**config.mk**
```make
export PLATFORM = sky130hd
export DESIGN_NAME = cat_counter_array
export DESIGN_NICKNAME = d
export VERILOG_FILES = /design/src/core/cat_pkg.sv /design/src/core/cat_counter_array.sv
export VERILOG_INCLUDE_DIRS = /design/src /design/src/core
export SDC_FILE = /design/constraint.sdc
export NUM_CORES = 1
export LEC_CHECK = 0
export BUFFER_PORTS_ARGS = -buffer_cell sky130_fd_sc_hd__buf_2
export CAP_MARGIN = 20
export CORE_MARGIN = 8
export CORE_UTILIZATION = 35
export CTS_CLUSTER_DIAMETER = 80
export DETAILED_ROUTE_END_ITERATION = 8
export GPL_TIMING_DRIVEN = 0
export PLACE_DENSITY = 0.56
export SYNTH_ARGS = -nofsm -noshare
export SYNTH_HDL_FRONTEND = slang
export SYNTH_SLANG_ARGS = --single-unit
```
**constraint.sdc**
```tcl
create_clock -name clk -period 3.35 [get_ports clk]
set_input_delay 0.67 -clock clk [delete_from_list [all_inputs] [get_ports clk]]
set_output_delay 0.67 -clock clk [all_outputs]
set_load 0.005 [all_outputs]
```
**src/core/cat_consts.svh**
```systemverilog
// Purpose: constants of the counter array timebase
// Assumes: 100 MHz system clock
// Notes: widths fixed
`ifndef CAT_CONSTS_SVH
`define CAT_CONSTS_SVH
`define CAT_NUM_MOD      5
`define CAT_WD_MOD       4
`define CAT_DIV12        4'd12
`define CAT_DIV4         4'd4
`define CAT_DIV8         4'd8
`define CAT_WD_OFFSET    16'h0100
`define CAT_RST_SRC      3'h0
`endif

```
**src/core/cat_pkg.sv**
```systemverilog
// Purpose: types of the counter array timebase
// Assumes: none
// Notes: mode and clock source encodings
package cat_pkg;
	typedef enum logic [2:0] {
		CAT_SRC_DIV12 = 3'h0,
		CAT_SRC_DIV4  = 3'h1,
		CAT_SRC_T0OV  = 3'h2,
		CAT_SRC_ECI   = 3'h3,
		CAT_SRC_SYS   = 3'h4,
		CAT_SRC_XO8   = 3'h5
	} cat_src_t;
	typedef enum logic [2:0] {
		CAT_M_OFF   = 3'h0,
		CAT_M_CAPT  = 3'h1,
		CAT_M_SWT   = 3'h2,
		CAT_M_HSO   = 3'h3,
		CAT_M_PWM8  = 3'h4,
		CAT_M_PWM16 = 3'h5,
		CAT_M_FREQ  = 3'h6
	} cat_mode_t;
endpackage

```
**src/core/cat_counter_array.sv**
```systemverilog
// Purpose: 16-bit timebase with five capture/compare modules
// Assumes: pins arrive asynchronous, two-flop synchronised
// Notes: external oscillator rising edges counted, divided by 8
// Function
// one 16-bit timebase shared by five compare modules
// timebase clock picked from six sources
// external oscillator divided by 8 keeps counting independently
// each module runs exactly one selected mode
// pulse-width modulation in 8-bit and 16-bit variants
// module 4 can also serve as watchdog; the watchdog here is a separate wd_limit compare, not module 4
// watchdog armed and enabled after every reset
// module signals and count input go to the crossbar
// timebase adds one per tick and wraps to zero
`timescale 1ns/1ps
`include "cat_consts.svh"
module cat_counter_array (
	input  wire logic                                 clk,
	input  wire logic                                 rst,
	input  wire logic                                 run,
	input  wire logic [2:0]                           clk_src,
	input  wire logic                                 timer0_ovf,
	input  wire logic                                 external_count_input,
	input  wire logic                                 ext_osc,
	input  wire logic [`CAT_NUM_MOD*3-1:0]            mod_mode,
	input  wire logic [`CAT_NUM_MOD*16-1:0]           mod_cmp,
	input  wire logic [`CAT_NUM_MOD-1:0]              mod_pin_in,
	input  wire logic                                 wd_disable,
	input  wire logic                                 wd_kick,
	output logic      [15:0]                          count,
	output logic      [`CAT_NUM_MOD*16-1:0]           mod_capt,
	output logic      [`CAT_NUM_MOD-1:0]              mod_pin_out,
	output logic      [`CAT_NUM_MOD-1:0]              mod_event,
	output logic                                      eci_to_xbar,
	output logic                                      wd_enabled,
	output logic                                      wd_reset
);
	logic [1:0]             eci_s;
	logic [1:0]             xo_s;
	logic                   eci_d;
	logic                   xo_d;
	logic [3:0]             pre;
	logic [3:0]             xo_cnt;
	logic [`CAT_NUM_MOD-1:0] pin_s1;
	logic [`CAT_NUM_MOD-1:0] pin_s2;
	logic [`CAT_NUM_MOD-1:0] pin_d;
	logic [15:0]            wd_limit;
	wire                    eci_rise = eci_s[1] & ~eci_d;
	wire                    xo_rise  = xo_s[1] & ~xo_d;
	wire [3:0]              pre_lim  = (clk_src == 3'(cat_pkg::CAT_SRC_DIV12)) ?
		`CAT_DIV12 : `CAT_DIV4;
	wire                    pre_tick = (pre == pre_lim - 4'd1);
	wire                    xo_tick  = xo_rise && (xo_cnt == `CAT_DIV8 - 4'd1);
	logic                   tick;
	always_comb begin
		case (clk_src)
		3'(cat_pkg::CAT_SRC_DIV12): tick = pre_tick;
		3'(cat_pkg::CAT_SRC_DIV4):  tick = pre_tick;
		3'(cat_pkg::CAT_SRC_T0OV):  tick = timer0_ovf;
		3'(cat_pkg::CAT_SRC_ECI):   tick = eci_rise;
		3'(cat_pkg::CAT_SRC_SYS):   tick = 1'b1;
		3'(cat_pkg::CAT_SRC_XO8):   tick = xo_tick;
		default:                    tick = 1'b0;
		endcase
	end
	wire                    cnt_tick = run & tick;
	assign eci_to_xbar = eci_s[1];
	always_ff @(posedge clk) begin
		eci_s <= {eci_s[0], external_count_input};
		xo_s  <= {xo_s[0], ext_osc};
		eci_d <= eci_s[1];
		xo_d  <= xo_s[1];
		pin_s1 <= mod_pin_in;
		pin_s2 <= pin_s1;
		pin_d  <= pin_s2;
	end
	always_ff @(posedge clk) begin
		if (rst || pre_tick)
			pre <= 4'h0;
		else
			pre <= pre + 4'd1;
	end
	always_ff @(posedge clk) begin
		if (rst)
			xo_cnt <= 4'h0;
		else if (xo_rise)
			xo_cnt <= (xo_cnt == `CAT_DIV8 - 4'd1) ? 4'h0 : xo_cnt + 4'd1;
	end
	always_ff @(posedge clk) begin
		if (rst)
			count <= 16'h0000;
		else if (cnt_tick)
			count <= count + 16'd1;
	end
	function automatic logic cmp_hit(input logic [15:0] c, input logic [15:0] r,
		input logic b8);
		cmp_hit = b8 ? (c[7:0] == r[7:0]) : (c == r);
	endfunction
	genvar g;
	generate
		for (g = 0; g < `CAT_NUM_MOD; g++) begin : g_mod
			wire [2:0]  md  = mod_mode[g*3 +: 3];
			wire [15:0] ref_v = mod_cmp[g*16 +: 16];
			wire        is8 = (md == 3'(cat_pkg::CAT_M_PWM8));
			wire        hit = cnt_tick && cmp_hit(count, ref_v, is8);
			wire        edge_in = pin_s2[g] ^ pin_d[g];
			always_ff @(posedge clk) begin
				if (rst) begin
					mod_capt[g*16 +: 16] <= 16'h0000;
					mod_pin_out[g] <= 1'b0;
					mod_event[g] <= 1'b0;
				end else begin
					mod_event[g] <= 1'b0;
					case (md)
					3'(cat_pkg::CAT_M_CAPT): if (edge_in) begin
						mod_capt[g*16 +: 16] <= count;
						mod_event[g] <= 1'b1;
					end
					3'(cat_pkg::CAT_M_SWT): mod_event[g] <= hit;
					3'(cat_pkg::CAT_M_HSO): if (hit) begin
						mod_pin_out[g] <= ~mod_pin_out[g];
						mod_event[g] <= 1'b1;
					end
					3'(cat_pkg::CAT_M_PWM8), 3'(cat_pkg::CAT_M_PWM16): begin
						if (hit)
							mod_pin_out[g] <= 1'b1;
						else if (cnt_tick && (is8 ? count[7:0] == 8'hff : count == 16'hffff))
							mod_pin_out[g] <= 1'b0;
					end
					3'(cat_pkg::CAT_M_FREQ): if (cnt_tick && count[7:0] == 8'(ref_v[15:8] + ref_v[7:0]))
						mod_pin_out[g] <= ~mod_pin_out[g];
					default: mod_pin_out[g] <= 1'b0;
					endcase
				end
			end
		end
	endgenerate
	always_ff @(posedge clk) begin
		if (rst) begin
			wd_enabled <= 1'b1;
			wd_limit   <= `CAT_WD_OFFSET;
			wd_reset   <= 1'b0;
		end else begin
			if (wd_disable)
				wd_enabled <= 1'b0;
			if (wd_kick)
				wd_limit <= count + `CAT_WD_OFFSET;
			wd_reset <= wd_enabled && cnt_tick && (count == wd_limit);
		end
	end
	AST_WD_ARMED: assert property (@(posedge clk) $fell(rst) |-> wd_enabled)
		else $error("watchdog not armed after reset");
	AST_WRAP: assert property (@(posedge clk) disable iff (rst)
		cnt_tick && count == 16'hffff |=> count == 16'h0000)
		else $error("timebase did not wrap");
	AST_INC: assert property (@(posedge clk) disable iff (rst)
		cnt_tick |=> count == $past(count) + 16'd1)
		else $error("timebase did not increment");
	AST_HOLD: assert property (@(posedge clk) disable iff (rst)
		!cnt_tick |=> $stable(count))
		else $error("timebase moved without tick");
	AST_SYS: assert property (@(posedge clk) disable iff (rst)
		run && clk_src == 3'h4 |-> cnt_tick)
		else $error("system clock source not ticking");
	AST_XO: assert property (@(posedge clk) disable iff (rst)
		xo_tick |-> xo_cnt == 4'd7)
		else $error("external divide by 8 wrong");
	AST_WD_FIRE: assert property (@(posedge clk) disable iff (rst)
		wd_reset |-> $past(wd_enabled))
		else $error("watchdog fired while disabled");
	AST_ECI: assert property (@(posedge clk) disable iff (rst)
		$rose(eci_to_xbar) |=> !eci_rise ##0 $past(eci_rise))
		else $error("count input edge not seen");
	AST_PWM: assert property (@(posedge clk) disable iff (rst)
		mod_mode[2:0] == 3'h4 && cnt_tick && count[7:0] == mod_cmp[7:0]
		##1 mod_mode[2:0] == 3'h4 |-> mod_pin_out[0])
		else $error("pwm output not set on match");
	AST_MODE: assert property (@(posedge clk) disable iff (rst)
		mod_mode[2:0] == 3'h0 ##1 mod_mode[2:0] == 3'h0 |-> !mod_pin_out[0])
		else $error("idle module drives output");
	AST_CAPT: assert property (@(posedge clk) disable iff (rst)
		mod_mode[2:0] == 3'h1 && (pin_s2[0] ^ pin_d[0]) |=> mod_event[0] && mod_capt[15:0] == $past(count))
		else $error("capture missed an input edge");
	AST_CAPT_HOLD: assert property (@(posedge clk) disable iff (rst)
		mod_mode[2:0] == 3'h1 && !(pin_s2[0] ^ pin_d[0]) |=> $stable(mod_capt[15:0]))
		else $error("capture register moved without edge");
	AST_SWT: assert property (@(posedge clk) disable iff (rst)
		mod_mode[2:0] == 3'h2 && cnt_tick && count == mod_cmp[15:0] |=> mod_event[0])
		else $error("software timer match not flagged");
	AST_HSO: assert property (@(posedge clk) disable iff (rst)
		mod_mode[2:0] == 3'h3 && cnt_tick && count == mod_cmp[15:0] |=> mod_pin_out[0] != $past(mod_pin_out[0]))
		else $error("high speed output did not toggle");
	AST_PWM16: assert property (@(posedge clk) disable iff (rst)
		mod_mode[5:3] == 3'h5 && cnt_tick && count == mod_cmp[31:16] ##1 mod_mode[5:3] == 3'h5 |-> mod_pin_out[1])
		else $error("16-bit pwm output not set on match");
	AST_PWM_CLR: assert property (@(posedge clk) disable iff (rst)
		mod_mode[2:0] == 3'h4 && cnt_tick && count[7:0] == 8'hff && mod_cmp[7:0] != 8'hff |=> !mod_pin_out[0])
		else $error("8-bit pwm output not cleared at wrap");
	AST_FREQ: assert property (@(posedge clk) disable iff (rst)
		mod_mode[8:6] == 3'h6 && cnt_tick && count[7:0] == 8'(mod_cmp[47:40] + mod_cmp[39:32]) |=> $changed(mod_pin_out[2]))
		else $error("frequency output did not toggle");
	AST_WD_KICK: assert property (@(posedge clk) disable iff (rst)
		wd_kick |=> wd_limit == $past(count) + `CAT_WD_OFFSET)
		else $error("watchdog limit not reloaded");
	AST_WD_OFF: assert property (@(posedge clk) disable iff (rst)
		wd_disable |=> !wd_enabled)
		else $error("watchdog not disabled");
	AST_WD_PULSE: assert property (@(posedge clk) disable iff (rst)
		wd_reset |=> !wd_reset)
		else $error("watchdog expiry longer than one cycle");
	AST_RST_CNT: assert property (@(posedge clk)
		rst |=> count == 16'h0000 && mod_event == 5'h00 && !wd_reset)
		else $error("reset did not clear timebase");
	AST_RUN_OFF: assert property (@(posedge clk) disable iff (rst)
		!run |-> !cnt_tick)
		else $error("timebase ticked while stopped");
	AST_DIV12: assert property (@(posedge clk) disable iff (rst)
		clk_src == 3'h0 && pre_tick |-> pre == 4'd11)
		else $error("divide by 12 prescaler wrong");
	AST_UNK_SRC: assert property (@(posedge clk) disable iff (rst)
		clk_src > 3'h5 |-> !tick)
		else $error("unknown source produced a tick");
endmodule // cat_counter_array

```
==> results by group <==
Clock network
  – Clock Sinks: 153
  – # hold bufs at CTS: 0
  – Root buffer cell: clkbuf_16
  – Post-CTS Resized: 0
  – Worst-Skew Late Latency: 0.43 ns
  – H-tree Lvls: 4
  – Num CTS Buffers: 17
  – TritonCTS clock tree: built
  – Clock transition at path regs: 0.07 ns
  – CTS max path bufs: 2
  – Post-CTS Setup Inserts: 0

Cells and area
  – Synth-to-layout area growth: 23.6%
  – Most frequent cells in the layout: buf_2, dfxtp_1, nor2_1
  – Final Util: 0.440
  – Layout cells sized above 1: 0.209
  – Filler Cells Inserted: 2514
  – Nets: 1418
  – Layout Cells excl Fill: 1609
  – Post-route cell area: 11100 um^2
  – Commonest non-fill, non-tap cell in the layout: buf_2

Logic synthesis
  – Net count after synthesis: 1182
  – Mapped Cells: 1027
  – Synth top area cells: dfxtp_1, xor2_1, xnor2_1, mux2i_1, ha_1
  – Ys flop type: dfxtp_1
  – Seq/Total Area, Yosys: 0.341
  – Async SR Flop Fraction: 0
  – Unique masters post-synth: 63
  – Post-Syn Area: 8970 um^2
  – Post-synth top area share: 0.341
  – #FFs+latches synth: 153
  – Synth warn: 0
  – Number of synthesized flops with an enable pin: 0
  – Syn Area/Cell: 8.74 um^2
  – Largest area contributor in the netlist: dfxtp_1

Power
  – Overall power after layout: 4.55 mW
  – Combinational share of power: 0.153
  – Leak: 5.25 nW
  – Max VDD drop: 0.000317 V
  – Seq pwr share: 0.410
  – Clock power share: 0.437
  – NetSw: 1.27 mW
  – Pwr/cell area: 411 nW/um^2
  – Internal: 3.28 mW
  – Sw frac: 0.279

Floorplanning
  – Die W: 176 um
  – Initial core utilization: 0.356
  – Area of the core: 25200 um^2
  – Core Rows: 58
  – IO Pins: 220
  – Die area: 31000 um^2
  – Die height: 176 um

GRT
  – Overall Global Routing Usage: 0.202
  – Initial antenna violation count: 9
  – Remaining Overflow, GRT: 0
  – First-pass GRT wire length: 47800 um
  – Vias in the first global route: 8180
  – Largest net degree at the start of global routing: 17

Route
  – Avg WL per Cell: 19.9 um
  – Detail-routed via count per cell: 5.12
  – Total vias in the final route: 8240
  – Total wire length: 31900 um
  – Drt pass-1 iters: 5
  – DRT antenna net count: 0
  – Detailed Route Iter0 Violations: 447
  – DRC Markers: 0

STA
  – Tcrit/Tclk final: 0.881
  – Clk_skew: 0.00808 ns
  – Fin. Hold Viols: 0
  – Highest Clock Rate: 339 MHz
  – Fin Setup TNS: 0 ns
  – Post-layout min period: 2.95 ns
  – Tightest Pin Transition: 0.892 ns
  – Final worst setup slack: 0.397 ns
  – Hold Worst Slack: 0.327 ns
  – Max Slew Vio Count: 0
  – Max-slew headroom at the worst pin: 0.406
  – RSZ-0062 raised after global routing: false
  – Final setup fails: 0

Place
  – Setup WS pre-CTS: 0.268 ns
  – Post-DP Area: 10500 um^2
  – IO buf count: 217
  – Final HPWL DP: 24100 um
  – Placed Cells: 1574
  – GP Congestion: 0.875

Status
  – Status: finished, final reports clean

Worst setup path
  – Worst Path Arrival: 3.28 ns
  – Crit end category: flop
  – Setup CP Type: reg2reg
  – Req. time, crit path: 3.68 ns
  – Nature of the critical path startpoint: flop
  – Worst Path Max Fanout: 10

Min path
  – Hold Crit Class: reg2reg

Run
  – Max-cap violations: 0
cells by family (layout without fill, tap and decap cells):
family / Yosys count / in the layout / synth area share
muxes: 76 / 76 / 0.0857
DFF: 153 / 153 / 0.341
adders and majority gates: 44 / 44 / 0.0655
buffers and inverters: 96 / 345 / 0.0435
AOI/OAI and AO/OA: 143 / 143 / 0.106
other: 0 / 3 / 0
xor gates and xnor gates: 191 / 191 / 0.186
and+or+nand+nor: 324 / 324 / 0.171
cell usage after synthesis, drive strengths merged (3+ instances only):
cell / number
xor2: 96
o2111ai: 10
nand2: 65
a31oi: 11
nor4: 16
mux2i: 72
buf: 19
nand3b: 6
a311oi: 3
mux2: 4
nor2b: 12
a21boi: 3
or3: 8
o21a: 9
fa: 5
nor4b: 4
nor2: 129
and3: 3
clkbuf: 43
nand4: 20
o31ai: 5
o211ai: 7
a21o: 4
ha: 39
a21oi: 44
and2: 4
nand2b: 8
nand3: 20
a2111oi: 3
o21ai: 20
a211oi: 10
nor3: 20
dfxtp: 153
xnor2: 95
inv: 32
cell type report:
type                    instances  area, um^2  area share
multi-input cells             778        5520       0.498
flip-flops and latches        153        3060       0.276
repair buffers                217        1090      0.0979
clock buffers                  17         425      0.0384
well taps                     330         413      0.0372
plain buffers                  62         263      0.0237
clock inverters                15         186      0.0168
inverters                      34         128      0.0115
diodes                          3        7.51    0.000677
layer usage:
metal	part of all wire	vias to the layer above	global-route usage
met5	0.0024	-	0
met4	0.020	14	0.0572
met3	0.10	64	0.0790
met2	0.45	302	0.327
met1	0.42	3846	0.244
li1	-	4014	-
power by group through the flow:
stage	combinational (mW)	clock (mW)	sequential (mW)
2_1_floorplan	0.463	0	1.91
3_3_place_gp	0.683	0	1.91
3_5_place_dp	0.687	0	1.91
4_1_cts	0.693	2.03	1.87
5_1_grt	0.766	2.11	1.87
6_report	0.696	1.99	1.87
flip-flops by register name (all words and copies together), names as in the netlist:
register and count:
wd_limit 16, eci_s 2, count 16, mod_event 5
pin_s2 5, wd_enabled 1, xo_cnt 4, mod_capt 80
xo_s 2, mod_pin_out 5, pin_s1 5, pin_d 5
pre 4, xo_d 1, eci_d 1, wd_reset 1
critical path, stage by stage, from the launching register on:
cell,delay [ns]
dfxtp_1,0.37
ha_1,0.20
nand3b_1,0.14
o41ai_2,0.35
o211ai_2,0.33
clkbuf_1,0.42
a311oi_1,0.37
nand4_1,0.15
a21boi_1,0.21
mux2_4,0.31
worst paths after layout:
check | start | end | slack, ns | depth (start not counted)
worst max-delay path | xo_cnt[0]$_SDFFE_PP0N_ | mod_pin_out[3]$_SDFFE_PP0P_ | 0.40 | 9
worst min-delay path | eci_s[0]$_DFF_P_ | eci_s[1]$_DFF_P_ | 0.33 | 0
worst max register to register | xo_cnt[0]$_SDFFE_PP0N_ | mod_pin_out[3]$_SDFFE_PP0P_ | 0.40 | 9
worst min register to register | eci_s[0]$_DFF_P_ | eci_s[1]$_DFF_P_ | 0.33 | 0
Note: power is estimated with default switching activity, not from simulation.
